===== config.mk =====
export PLATFORM = sky130hd
export DESIGN_NAME = spfm_top
export DESIGN_NICKNAME = d
export VERILOG_FILES = /design/src/spfm_pkg.sv /design/src/spfm_top.sv
export SDC_FILE = /design/constraint.sdc
export NUM_CORES = 1
export LEC_CHECK = 0
export BUFFER_PORTS_ARGS = -buffer_cell sky130_fd_sc_hd__buf_2
export CORE_AREA = 2 2 212 214
export CTS_CLUSTER_DIAMETER = 50
export DETAILED_ROUTE_END_ITERATION = 8
export DIE_AREA = 0 0 214 216
export PLACE_DENSITY = 0.49
export SLEW_MARGIN = 30
export SYNTH_ARGS = -nofsm -noshare
export SYNTH_HDL_FRONTEND = slang
export SYNTH_SLANG_ARGS = --single-unit

===== constraint.sdc =====
create_clock -name ref_clk -period 1.85 [get_ports ref_clk]
set_input_delay 0.185 -clock ref_clk [delete_from_list [all_inputs] [get_ports ref_clk]]
set_output_delay 0.185 -clock ref_clk [all_outputs]
set_load 0.01 [all_outputs]

===== src/spfm_pkg.sv =====
// Constants and carrier types for the shared pin function selector
// ============================================================
// How it works
// - Among enabled functions sharing a pin, only the highest one drives it.
// - Of 30 pins one is output-only for the port function, one input-only, the rest two-way.
// - First enabling an alternate may hand that module a spurious edge.
// - A lower function losing its pin may see a spurious edge.
// - Timer clock pin, when the second alternate owns it, feeds both timer modules and the modulo timer.
// ============================================================
package spfm_pkg;

    // Pin count and the two one-way pins
    localparam int NUM_PINS = 30;
    localparam int PIN_IN_ONLY = 5;
    localparam int PIN_OUT_ONLY = 4;

    // On the input-only pin the second alternate is the timer clock
    localparam int TIMER_CLK_PIN = PIN_IN_ONLY;

    // Reset values of the pad side and of the routed inputs
    localparam logic [NUM_PINS-1:0] RST_PAD_OUT = 30'h0000_0000;
    localparam logic [NUM_PINS-1:0] RST_PAD_OE = 30'h0000_0000;
    localparam logic [NUM_PINS-1:0] RST_FN_IN = 30'h0000_0000;
    localparam logic [NUM_PINS-1:0] RST_SYNC = 30'h0000_0000;
    localparam logic RST_EXT_CLK = 1'b0;

    // Which pins may ever be driven, and which the port function may sense
    localparam logic [NUM_PINS-1:0] OUT_CAPABLE = ~(30'h0000_0001 << PIN_IN_ONLY);
    localparam logic [NUM_PINS-1:0] IN_CAPABLE = ~(30'h0000_0001 << PIN_OUT_ONLY);

    typedef enum logic [1:0] {
        OWN_PORT,
        OWN_ALT1,
        OWN_ALT2,
        OWN_ALT3
    } spfm_owner_t;

    // Drive request of the port function, one bit per pin
    typedef struct packed {
        logic [NUM_PINS-1:0] out;
        logic [NUM_PINS-1:0] oe;
    } spfm_drive_t;

    // Enable plus drive request of one alternate function, one bit per pin
    typedef struct packed {
        logic [NUM_PINS-1:0] en;
        logic [NUM_PINS-1:0] out;
        logic [NUM_PINS-1:0] oe;
    } spfm_fn_t;

    // Sensed pin values as seen by each function
    typedef struct packed {
        logic [NUM_PINS-1:0] port;
        logic [NUM_PINS-1:0] alt1;
        logic [NUM_PINS-1:0] alt2;
        logic [NUM_PINS-1:0] alt3;
    } spfm_sense_t;

endpackage


===== src/spfm_top.sv =====
// Per-pin function selector between the port and three alternates
`timescale 1ns/1ps
module spfm_top
(
    // Clock and reset
    input wire logic ref_clk,
    input wire logic rst_n,
    // Function requests from port logic and peripherals
    input wire spfm_pkg::spfm_drive_t port_req,
    input wire spfm_pkg::spfm_fn_t alt1_req,
    input wire spfm_pkg::spfm_fn_t alt2_req,
    input wire spfm_pkg::spfm_fn_t alt3_req,
    // Pad side
    input wire logic [spfm_pkg::NUM_PINS-1:0] pad_in,
    output logic [spfm_pkg::NUM_PINS-1:0] pad_out,
    output logic [spfm_pkg::NUM_PINS-1:0] pad_oe,
    // Sensed values per function
    output spfm_pkg::spfm_sense_t fn_in,
    // External timer clock to the timers
    output logic timer_pwm_module_a_ext_clk,
    output logic timer_pwm_module_b_ext_clk,
    output logic sixteen_bit_modulo_timer_ext_clk
);

    localparam int N = spfm_pkg::NUM_PINS;

    spfm_pkg::spfm_owner_t owner [N];
    logic [N-1:0] sel_out;
    logic [N-1:0] sel_oe;
    logic [N-1:0] pad_out_q;
    logic [N-1:0] pad_oe_q;
    logic [N-1:0] sync1_q;
    logic [N-1:0] sync2_q;
    spfm_pkg::spfm_sense_t fn_in_q;
    spfm_pkg::spfm_sense_t fn_in_d;
    logic ext_clk_sel;
    logic ext_clk_a_q;
    logic ext_clk_b_q;
    logic ext_clk_m_q;

    // ============================================================
    // Ownership per pin
    // ============================================================
    for (genvar i = 0; i < N; i++)
    begin : g_pin
        always_comb
        begin
            if (alt3_req.en[i])
            begin
                owner[i] = spfm_pkg::OWN_ALT3;
            end
            else if (alt2_req.en[i])
            begin
                owner[i] = spfm_pkg::OWN_ALT2;
            end
            else if (alt1_req.en[i])
            begin
                owner[i] = spfm_pkg::OWN_ALT1;
            end
            else
            begin
                owner[i] = spfm_pkg::OWN_PORT;
            end
        end

        always_comb
        begin
            case (owner[i])
                spfm_pkg::OWN_ALT3:
                begin
                    sel_out[i] = alt3_req.out[i];
                    sel_oe[i] = alt3_req.oe[i];
                end
                spfm_pkg::OWN_ALT2:
                begin
                    sel_out[i] = alt2_req.out[i];
                    sel_oe[i] = alt2_req.oe[i];
                end
                spfm_pkg::OWN_ALT1:
                begin
                    sel_out[i] = alt1_req.out[i];
                    sel_oe[i] = alt1_req.oe[i];
                end
                default:
                begin
                    sel_out[i] = port_req.out[i];
                    // Output-only pin is always driven by its port function
                    sel_oe[i] = (i == spfm_pkg::PIN_OUT_ONLY) ? 1'b1 : port_req.oe[i];
                end
            endcase
        end

        // Only the owner sees the pin; others read low, so a switch of owner
        // can hand either module a single spurious edge
        always_comb
        begin
            fn_in_d.port[i] = sync2_q[i] & spfm_pkg::IN_CAPABLE[i]
                & (owner[i] == spfm_pkg::OWN_PORT);
            fn_in_d.alt1[i] = sync2_q[i] & (owner[i] == spfm_pkg::OWN_ALT1);
            fn_in_d.alt2[i] = sync2_q[i] & (owner[i] == spfm_pkg::OWN_ALT2);
            fn_in_d.alt3[i] = sync2_q[i] & (owner[i] == spfm_pkg::OWN_ALT3);
        end
    end

    // ============================================================
    // Pad drive
    // ============================================================
    always_ff @(posedge ref_clk)
    begin
        if (!rst_n)
        begin
            pad_out_q <= spfm_pkg::RST_PAD_OUT;
            pad_oe_q <= spfm_pkg::RST_PAD_OE;
        end
        else
        begin
            pad_out_q <= sel_out;
            pad_oe_q <= sel_oe & spfm_pkg::OUT_CAPABLE;
        end
    end

    // ============================================================
    // Pad input synchroniser and routing
    // ============================================================
    always_ff @(posedge ref_clk)
    begin
        if (!rst_n)
        begin
            sync1_q <= spfm_pkg::RST_SYNC;
            sync2_q <= spfm_pkg::RST_SYNC;
        end
        else
        begin
            sync1_q <= pad_in;
            sync2_q <= sync1_q;
        end
    end

    always_ff @(posedge ref_clk)
    begin
        if (!rst_n)
        begin
            fn_in_q <= {spfm_pkg::RST_FN_IN, spfm_pkg::RST_FN_IN,
                        spfm_pkg::RST_FN_IN, spfm_pkg::RST_FN_IN};
        end
        else
        begin
            fn_in_q <= fn_in_d;
        end
    end

    // ============================================================
    // External timer clock fan-out
    // ============================================================
    assign ext_clk_sel = (owner[spfm_pkg::TIMER_CLK_PIN] == spfm_pkg::OWN_ALT2);

    // Three copies so each timer input comes from its own flop
    always_ff @(posedge ref_clk)
    begin
        if (!rst_n)
        begin
            ext_clk_a_q <= spfm_pkg::RST_EXT_CLK;
            ext_clk_b_q <= spfm_pkg::RST_EXT_CLK;
            ext_clk_m_q <= spfm_pkg::RST_EXT_CLK;
        end
        else
        begin
            ext_clk_a_q <= ext_clk_sel & sync2_q[spfm_pkg::TIMER_CLK_PIN];
            ext_clk_b_q <= ext_clk_sel & sync2_q[spfm_pkg::TIMER_CLK_PIN];
            ext_clk_m_q <= ext_clk_sel & sync2_q[spfm_pkg::TIMER_CLK_PIN];
        end
    end

    assign pad_out = pad_out_q;
    assign pad_oe = pad_oe_q;
    assign fn_in = fn_in_q;
    assign timer_pwm_module_a_ext_clk = ext_clk_a_q;
    assign timer_pwm_module_b_ext_clk = ext_clk_b_q;
    assign sixteen_bit_modulo_timer_ext_clk = ext_clk_m_q;

    // ============================================================
    // Assertions
    // ============================================================
    for (genvar k = 0; k < N; k++)
    begin : g_chk
        a_top_wins_pin: assert property (
            @(posedge ref_clk) disable iff (!rst_n)
            $past(rst_n) && $past(alt3_req.en[k]) |->
                pad_out_q[k] == $past(alt3_req.out[k]))
            else $error("highest enabled function does not drive the pin");

        a_second_beats_first: assert property (
            @(posedge ref_clk) disable iff (!rst_n)
            $past(rst_n) && $past(alt2_req.en[k]) && !$past(alt3_req.en[k]) |->
                pad_out_q[k] == $past(alt2_req.out[k]))
            else $error("second alternate lost to a lower function");

        a_alt1_owned_input: assert property (
            @(posedge ref_clk) disable iff (!rst_n)
            fn_in_q.alt1[k] |-> $past(alt1_req.en[k]) && !$past(alt2_req.en[k])
                && !$past(alt3_req.en[k]) && $past(sync2_q[k]))
            else $error("first alternate sensed a pin it did not own");

        a_port_loses_input: assert property (
            @(posedge ref_clk) disable iff (!rst_n)
            $past(rst_n) && ($past(alt1_req.en[k]) || $past(alt2_req.en[k])
                || $past(alt3_req.en[k])) |->
                !fn_in_q.port[k])
            else $error("port still sees pin after losing it");
    end

    a_in_only_never_driven: assert property (
        @(posedge ref_clk) disable iff (!rst_n)
        !pad_oe_q[spfm_pkg::PIN_IN_ONLY] && !fn_in_q.port[spfm_pkg::PIN_OUT_ONLY])
        else $error("one-way pin used in the wrong direction");

    a_out_only_driven: assert property (
        @(posedge ref_clk) disable iff (!rst_n)
        $past(rst_n) && !$past(alt1_req.en[spfm_pkg::PIN_OUT_ONLY])
            && !$past(alt2_req.en[spfm_pkg::PIN_OUT_ONLY])
            && !$past(alt3_req.en[spfm_pkg::PIN_OUT_ONLY]) |->
            pad_oe_q[spfm_pkg::PIN_OUT_ONLY])
        else $error("output-only pin not driven by its port");

    a_ext_clk_fanout: assert property (
        @(posedge ref_clk) disable iff (!rst_n)
        $past(rst_n) |-> ext_clk_a_q == ext_clk_b_q && ext_clk_b_q == ext_clk_m_q
            && ext_clk_a_q == ($past(ext_clk_sel)
            && $past(sync2_q[spfm_pkg::TIMER_CLK_PIN])))
        else $error("timer clock not fanned out to all three timers");

    a_ext_clk_gated: assert property (
        @(posedge ref_clk) disable iff (!rst_n)
        $past(alt3_req.en[spfm_pkg::TIMER_CLK_PIN]) |-> !ext_clk_m_q)
        else $error("timer clock passed while reset input owns pin");

endmodule


==> impl_metrics.toml, run 1 <==
[status]
outcome = "finished, final reports clean"

[cts]
numClockSinks = 238
root_buffer = "clkbuf_16"
clk_pin_slew_worst_paths_ns = 0.06
cts_setup_buffers = 0
insertion_delay_ns = 0.57
numCtsBuffers = 31
cts_tree = "built"
cts_buffer_depth = 3
cts_htree_levels = 1

[grt]
gr-usage-met1 = 0.151
antenna_found_initial = 2
met3_usage = 0.0389
grt_pass1_vias = 10181
globalRouteMet2Util = 0.253
overflow = 0
grt_max_degree = 47
grt_pass1_wl_um = 52600
grt_busiest_layer = "met2"
grtUsageTotal = 0.142

[yosys]
synth_top_cells_by_count = "238 x dfxtp_1, 60 x and2_1, 59 x nand3_1"
seq_area_frac_synth = 0.567
synthCells = 749
ys_top_cells_by_area = "dfxtp_1 57%, mux2i_1 6.9%, nand4b_1 6.0%"
syn_area_um2 = 8400
synth_ff_type = "dfxtp_1"
yosysWarnings = 0
ys_ff_latch = 238
post-synth-top-area-cell = "dfxtp_1"
yosysTopAreaCellShare = 0.567
async_flop_share = 0
syn_area_per_cell_um2 = 11.2
yosysMostFrequentCell = "dfxtp_1"
synthDistinctLibCells = 21
synth_edf_count = 0

[finish]
antenna_cells = 0
nFillCells = 4389
fin_nets = 1993
multi_input_area_um2 = 3460
syn2layout_area_growth_pct = 92.3
seq_area_um2 = 4760
drive_gt1_frac = 0.374
utilization = 0.368

[sta]
maxSlewViolCount = 0
finalCritPeriodShare = 0.953
finalSetupViolCount = 0
rsz0062_at_grt = "false"
tns_ns = 0
max_freq_mhz = 567
hold_viol = 0
min_period_ns = 1.76
fin_skew_ns = 0.0109

[placement]
portBuffers = 537
place.gp.congestion = 0.952
hpwl_um = 24700

[power_and_ir_drop]
finalPower_mw = 13.2
pwr-share-comb = 0.134
cellLeakagePower_nw = 7.58
power.density_nw_per_um2 = 814
switchingPower_mw = 3.19
clkPwrFrac = 0.458
p_sw_frac = 0.243
p_seq_frac = 0.408
peakVddDrop_v = 0.000513
power.internal_mw = 9.96

[routing]
drc = 0
vias = 9563
wire_per_inst_um = 15.2
drt_wl_total_um = 34100
dr.first_iter.drc_count = 256
dr.pass1.iters = 4
ant_nets = 0
viasPerCell = 4.26

[setup_path]
cp_max_fo = 9
worstSetupPathType = "in2reg"
cp.arrival_ns = 2.21
cp.required_ns = 2.30
rr_startpoint = "sync2_q[11]$_SDFF_PN0_"
cp-startpoint = "alt3_req[86]"
rrSetupSlack_ns = 0.46
startpoint_type = "input pin"
crit_path_end_kind = "register"

[run]
maxCapViolCount = 0

[die]
fp.dieH_um = 216
pin_count = 545
start_util = 0.192
die-area_um2 = 46200
die_x_um = 214
coreArea_um2 = 43800
rows = 77

[min_path]
worstHoldPathType = "in2reg"
min-delay-start = "alt1_req[82]"
[cells in the final DEF (no fill, tap or decap)]
| master | synthesis | final |
|---|---|---|
| o211ai_1 | 58 | 58 |
| o41ai_1 | 1 | 1 |
| inv_8 | 0 | 1 |
| conb_1 | 1 | 2 |
| nor2b_1 | 1 | 1 |
| bufinv_16 | 0 | 2 |
| dlygate4sd3_1 | 0 | 322 |
| nor3b_1 | 31 | 31 |
| mux2i_1 | 58 | 58 |
| and3_1 | 30 | 30 |
| clkbuf_16 | 0 | 31 |
| clkinvlp_4 | 0 | 3 |
| nand3_1 | 59 | 59 |
| nor4_1 | 29 | 29 |
| dfxtp_1 | 238 | 238 |
| or3b_2 | 3 | 3 |
| clkbuf_8 | 0 | 6 |
| inv_6 | 0 | 3 |
| and2_1 | 60 | 60 |
| inv_1 | 1 | 1 |
| nand4b_1 | 58 | 58 |
| nand2_1 | 30 | 30 |
| buf_4 | 8 | 20 |
| clkbuf_1 | 9 | 1 |
| buf_12 | 0 | 3 |
| buf_2 | 15 | 536 |
| buf_6 | 0 | 1 |
| or3b_1 | 27 | 27 |
| nor4b_1 | 30 | 30 |
| clkinv_4 | 0 | 7 |
| clkinv_2 | 0 | 3 |
[layout make-up]
cell class,instances,area share
Clock buffer,38,0.0534
Clock inverter,19,0.0122
Inverter,1,0.000232
Multi-Input combinational cell,477,0.214
Sequential cell,238,0.295
Tap cell,592,0.0459
Timing Repair Buffer,882,0.379
[path summary, 6_finish.rpt]
kind | endpoint | depth (start not counted)
hold reg to reg | sync2_q[16]$_SDFF_PN0_ | 1
setup reg to reg | fn_in[71]$_SDFF_PN0_ | 3
hold / removal | fn_in[112]$_SDFF_PN0_ | 3
setup / recovery | pad_oe[26]$_SDFF_PN0_ | 6
[critical path: stages]
cell           delay, ns
dlygate4sd3_1       0.54
buf_2               0.18
nand3_1             0.08
dlygate4sd3_1       0.55
o211ai_1            0.10
dlygate4sd3_1       0.58
[layer usage]
layer / share of wire / wire (um)
met5: 0.00038 / 13
met2: 0.49 / 16700
met1: 0.38 / 13000
met4: 0.050 / 1700
met3: 0.076 / 2600
[state kept, by name, indices dropped and copies added, names as in the netlist]
register,flops
sync2_q,30
pad_out,30
fn_in,119
sync1_q,30
pad_oe,29
[cell families after synthesis]
| group | Yosys count | share of synthesized area |
|---|---|---|
| simple gates | 358 | 0.289 |
| compound gates | 59 | 0.0529 |
| mux | 58 | 0.0691 |
| flops | 238 | 0.567 |
| other cells | 1 | 0.000446 |
| buf+inv | 35 | 0.0217 |
[power by group through the flow]
stage / combinational (mW) / sequential, mW / clock, mW
CTS: 1.75 / 5.38 / 6.23
detailed placement: 1.27 / 5.49 / 0
global route: 1.91 / 5.39 / 6.44
global placement: 1.25 / 5.48 / 0
finish: 1.76 / 5.37 / 6.02
floorplan: 0.393 / 5.54 / 0
[metrics by stage]
step / setup WS [ns] / cells / area [um^2] / hold slack [ns]
after global routing: 0.00256 / 2247 / 16200 / 0.0325
final: 0.0874 / 2247 / 16200 / 0.0390
after detailed placement: 0.404 / 1868 / 11900 / 0.394
after CTS: 0.156 / 2247 / 16200 / 0.00755
after floorplan: 0.932 / 750 / 8400 / 0.261
after global placement: 0.419 / 1868 / 11900 / 0.394
[repair_timing]
item / 4_1_cts / 5_1_grt
resized for setup: 0 / 0
hold endpoints to repair: 208 / 0
hold buffers: 322 / 0
Note: power is estimated with default switching activity, not from simulation.
==> inputs of run 2 (changes only) <==
Settings changed: ABC_AREA set to 1, CORE_AREA 2 2 212 214 to 2 2 209 211, DIE_AREA 0 0 214 216 to 0 0 211 213, PLACE_DENSITY 0.49 to 0.52.
==> run 2 against run 1 <==
Effect of this change:
- clock power is 3.7% lower
- non-clock buffer count is 19 higher
- final cell count is 23% higher
- critical path depth is 1 higher
- clock-buffer cell count is 4 higher
- via count is 18% higher
- synthesized cell count is 73% higher
- power is 0.25% lower
- global-route usage is 1.1 points higher
- sequential cell count stayed put
- cell area is 5.7% higher
- register-to-register slack better by 0.07 ns
- critical path type unchanged
- critical endpoint is now pad_out[14]$_SDFF_PN0_
- highest routed layer is now met4
==> impl_metrics.toml, run 2 <==
[yosys]
synth-simple-area-share = 0.364
synth_top_family_by_area = "simple AND/OR/NAND/NOR gates"
synth_edf_count = 0
yosysWarnings = 0
async_flop_share = 0
post-synth-top-area-cell = "dfxtp_1"
synth_compound_area_frac = 0.000816
synthDistinctLibCells = 13
seq_area_frac_synth = 0.518
synth-adder-area-share = 0
synthCells = 1294
ys_top_cells_by_area = "dfxtp_1 52%, nand2_1 17%, nor2_1 11%"
yosysMostFrequentCell = "nand2_1"
synth_xor_xnor_area_share = 0
synth_ff_type = "dfxtp_1"
yosysTopAreaCellShare = 0.518
synth_top_cells_by_count = "413 x nand2_1, 262 x nor2_1, 238 x dfxtp_1"
syn_area_per_cell_um2 = 7.11
syn_area_um2 = 9210
ys_ff_latch = 238
muxShareOfSynthArea = 0

[routing]
dr.first_iter.drc_count = 395
wire_per_inst_um = 13.2
vias = 11280
viasPerCell = 4.07
dr.pass1.iters = 5
ant_nets = 0
drt_wl_total_um = 36700
drc = 0

[setup_path]
cp_slowest_cell = "dlygate4sd3_1"
cp_max_fo = 6
cp.arrival_ns = 2.02
rrSetupSlack_ns = 0.53
cp.required_ns = 2.28
path_cells = "dlygate4sd3_1 > buf_2 > nor2_1 > nand3b_1 > nand2_1 > nor2_1 > dlygate4sd3_1"
critPathMaxStageDelay_ns = 0.56
crit_path_end_kind = "register"
worstPathBufferInverterCount = 3
worstSetupPathType = "in2reg"
critical-path-top-delay-family = "buffers and inverters"
startpoint_type = "input pin"
r2r_end = "fn_in[89]$_SDFF_PN0_"
rr_startpoint = "sync2_q[29]$_SDFF_PN0_"
rr_worst_depth = 3

[grt]
grt_pass1_vias = 11704
grtUsageTotal = 0.153
grt_max_degree = 74
grt_pass1_wl_um = 55400
overflow = 0
antenna_found_initial = 0

[power_and_ir_drop]
clkPwrFrac = 0.442
peakVddDrop_v = 0.000651
pwr-share-comb = 0.150
power.density_nw_per_um2 = 768
finalPower_mw = 13.1
p_sw_frac = 0.248
cellLeakagePower_nw = 9.64
p_seq_frac = 0.408
switchingPower_mw = 3.25
power.internal_mw = 9.87

[sta]
finalCritPeriodShare = 0.859
maxSlewViolCount = 0
rsz0062_at_grt = "false"
hold_viol = 0
max_freq_mhz = 630
fin_skew_ns = 0.0124
min_period_ns = 1.59
setup_slack_ns = 0.262
tns_ns = 0
finalSetupViolCount = 0
fin_hold_ws_ns = 0.0634

[die]
coreArea_um2 = 42700
die_x_um = 211
start_util = 0.216
fp.dieH_um = 213
pin_count = 545
die-area_um2 = 44900
rows = 76

[placement]
dp_slack_ns = 0.683
portBuffers = 537
place.gp.congestion = 0.893
hpwl_um = 25600

[cts]
cts_tree = "built"
cts_htree_levels = 1
cts_buffer_depth = 3
cts_setup_buffers = 0
root_buffer = "clkbuf_16"
numCtsBuffers = 31
numClockSinks = 238
clk_pin_slew_worst_paths_ns = 0.06
insertion_delay_ns = 0.56

[finish]
fin_nets = 2569
syn2layout_area_growth_pct = 85.6
antenna_cells = 0
utilization = 0.400
largest_register_ffs = 119
layout.cells.most_common = "buf_2"
layout_common_cells = "534 x buf_2, 413 x nand2_1, 361 x dlygate4sd3_1"
drive_gt1_frac = 0.265

[min_path]
holdPathEnd = "pad_out[12]$_SDFF_PN0_"
worstHoldPathType = "in2reg"
holdPathStages = 5
min-delay-start = "alt1_req[72]"

[status]
outcome = "finished, final reports clean"

[run]
maxCapViolCount = 0
[run 2: worst max path at each step]
stage	from	to	slack, ns	cells after the start
2_1_floorplan	rst_n	sync2_q[0]$_SDFF_PN0_	1.05	5
3_3_place_gp	rst_n	fn_in[107]$_SDFF_PN0_	0.75	4
3_5_place_dp	rst_n	fn_in[104]$_SDFF_PN0_	0.68	4
4_1_cts	alt2_req[65]	pad_out[5]$_SDFF_PN0_	0.06	9
5_1_grt	alt3_req[74]	pad_out[14]$_SDFF_PN0_	0.16	8
6_report	alt3_req[74]	pad_out[14]$_SDFF_PN0_	0.26	7
[run 2: stage by stage]
stage	std cells	instance area, um^2
CTS	2777	17100
detailed placement	2359	12400
global placement	2359	12400
floorplan	1295	9210
finish	2774	17100
global route	2774	17100
[run 2: worst reg2reg max path: stages, from the launching register on]
cell and delay [ns]:
dfxtp_1 0.34, nand2_1 0.13, nor4_1 0.21, dlygate4sd3_1 0.58
[run 2: timing repair]
action                     in CTS  in global routing
gates resized for setup         0                  4
hold endpoints to repair      208                  0
hold buffers                  364                  0
setup endpoints to repair       0                  1
[run 2: power by group through the flow]
stage	sequential, mW	combinational, mW	clock [mW]
global placement	5.47	1.35	0
detailed placement	5.47	1.36	0
finish	5.36	1.97	5.80
CTS	5.36	1.93	6.00
floorplan	5.53	0.570	0
global route	5.37	2.16	6.19
[run 2: logic make-up (layout without fill, tap and decap cells)]
family,after synthesis,after routing
flip-flops,238,238
buffers and inverters,259,1192
other,1,2
AO/OA/AOI/OAI,1,1
AND/OR/NAND/NOR,795,795
[run 2: area by class of cell]
| class | count | area, um^2 |
|---|---|---|
| clock buffers | 42 | 887 |
| clock inverters | 12 | 120 |
| fillers | 4247 | 25600 |
| inverters | 237 | 890 |
| multi-input cells | 798 | 3370 |
| flip-flops and latches | 238 | 4760 |
| well taps | 546 | 683 |
| repair buffers | 901 | 6370 |
[run 2: per-layer routing]
metal,global-route usage,wire length [um],share of wire,vias up
met3,0.0378,2570,0.070,123
met5,0,0,0,-
met4,0.0794,1670,0.045,0
li1,-,-,-,5679
met2,0.294,18900,0.51,454
met1,0.150,13600,0.37,5024
==> inputs of run 3 (changes only) <==
Settings changed: BUFFER_PORTS_ARGS -buffer_cell sky130_fd_sc_hd__buf_2 to unset, DONT_BUFFER_PORTS set to 1, PLACE_DENSITY 0.52 to 0.41.
==> run 3 against run 2 <==
Effect of this change:
- the run now fails in clock tree synthesis
- area after synthesis unchanged
- synthesized cell count unchanged
==> impl_metrics.toml, run 3 <==
[status]
outcome = "aborted with a tool error"
lastStage = "clock tree synthesis"
firstError = "[ERROR RSZ-0060] Max buffer count reached."

[yosys]
yosysWarnings = 0
synth_ff_type = "dfxtp_1"
synth_edf_count = 0
yosysMostFrequentCell = "nand2_1"
yosysTopAreaCellShare = 0.518
synthCells = 1294
async_flop_share = 0
synth_top_cells_by_count = "413 x nand2_1, 262 x nor2_1, 238 x dfxtp_1"
syn_area_um2 = 9210
synthDistinctLibCells = 13
seq_area_frac_synth = 0.518
ys_ff_latch = 238
post-synth-top-area-cell = "dfxtp_1"
syn_area_per_cell_um2 = 7.11
ys_top_cells_by_area = "dfxtp_1 52%, nand2_1 17%, nor2_1 11%"

[cts]
cts_setup_buffers = 0
numClockSinks = 238
postCtsHoldBufs = 377
cts_resized = 0
cts_htree_levels = 2
root_buffer = "clkbuf_16"
cts_buffer_depth = 3
numCtsBuffers = 36

[die]
pin_count = 545
rows = 76
die_x_um = 211
fp.dieH_um = 213
start_util = 0.216

[placement]
hpwl_um = 22800
portBuffers = 0
place.gp.congestion = 0.883
[run 3: cell counts after synthesis]
No cell type changed its count.
[run 3: cell families after synthesis]
| kind of cell | count (synthesis) | synth area share |
|---|---|---|
| AND/OR/NAND/NOR | 795 | 0.364 |
| buffers and inverters | 259 | 0.117 |
| flip-flops | 238 | 0.518 |
| AO/OA/AOI/OAI | 1 | 0.000816 |
| other | 1 | 0.000407 |
[run 3: per-stage QoR]
| stage | setup WS, ns | hold WS [ns] | cells | area, um^2 |
|---|---|---|---|---|
| after floorplan | 1.05 | 0.261 | 1295 | 9210 |
| after detailed placement | 0.753 | 0.264 | 1819 | 9700 |
| after global placement | 0.759 | 0.262 | 1819 | 9700 |
==> inputs of run 4 (changes only) <==
Settings changed: CORE_AREA 2 2 209 211 to unset, CORE_UTILIZATION set to 20, CTS_CLUSTER_DIAMETER 50 to unset, DIE_AREA 0 0 211 213 to unset, PLACE_DENSITY 0.41 to unset, PLACE_DENSITY_LB_ADDON set to 0.15.
==> run 4 against run 3 <==
Effect of this change:
- the run again fails in clock tree synthesis
- area after synthesis did not move
- synthesized cell count did not move
==> impl_metrics.toml, run 4 <==
[status]
outcome = "aborted with a tool error"
lastStage = "clock tree synthesis"
firstError = "[ERROR RSZ-0060] Max buffer count reached."

[yosys]
synth_edf_count = 0
syn_area_um2 = 9210
ys_ff_latch = 238
yosysMostFrequentCell = "nand2_1"
async_flop_share = 0
yosysWarnings = 0
synthCells = 1294
synth_top_cells_by_count = "413 x nand2_1, 262 x nor2_1, 238 x dfxtp_1"
seq_area_frac_synth = 0.518
synthDistinctLibCells = 13
syn_area_per_cell_um2 = 7.11
ys_top_cells_by_area = "dfxtp_1 52%, nand2_1 17%, nor2_1 11%"
post-synth-top-area-cell = "dfxtp_1"
synth_ff_type = "dfxtp_1"
yosysTopAreaCellShare = 0.518

[placement]
dp.cells = 1873
hpwl_um = 23500
place.gp.congestion = 0.857
dp_slack_ns = 0.937
portBuffers = 0

[die]
pin_count = 545
start_util = 0.203
die_x_um = 217
rows = 78
fp.dieH_um = 217

[cts]
cts_setup_buffers = 0
postCtsHoldBufs = 388
root_buffer = "clkbuf_16"
numClockSinks = 238
cts_htree_levels = 1
numCtsBuffers = 30
cts_resized = 0
cts_buffer_depth = 3
run 4: stage by stage:
step | instance area (um^2) | utilization
after detailed placement | 9770 | 0.215
after global placement | 9770 | 0.215
after floorplan | 9210 | -
run 4: cells by family after synthesis:
group	share of synthesized area
and+or+nand+nor	0.364
other	0.000407
AOI/OAI and AO/OA	0.000816
DFF	0.518
buffers and inverters	0.117
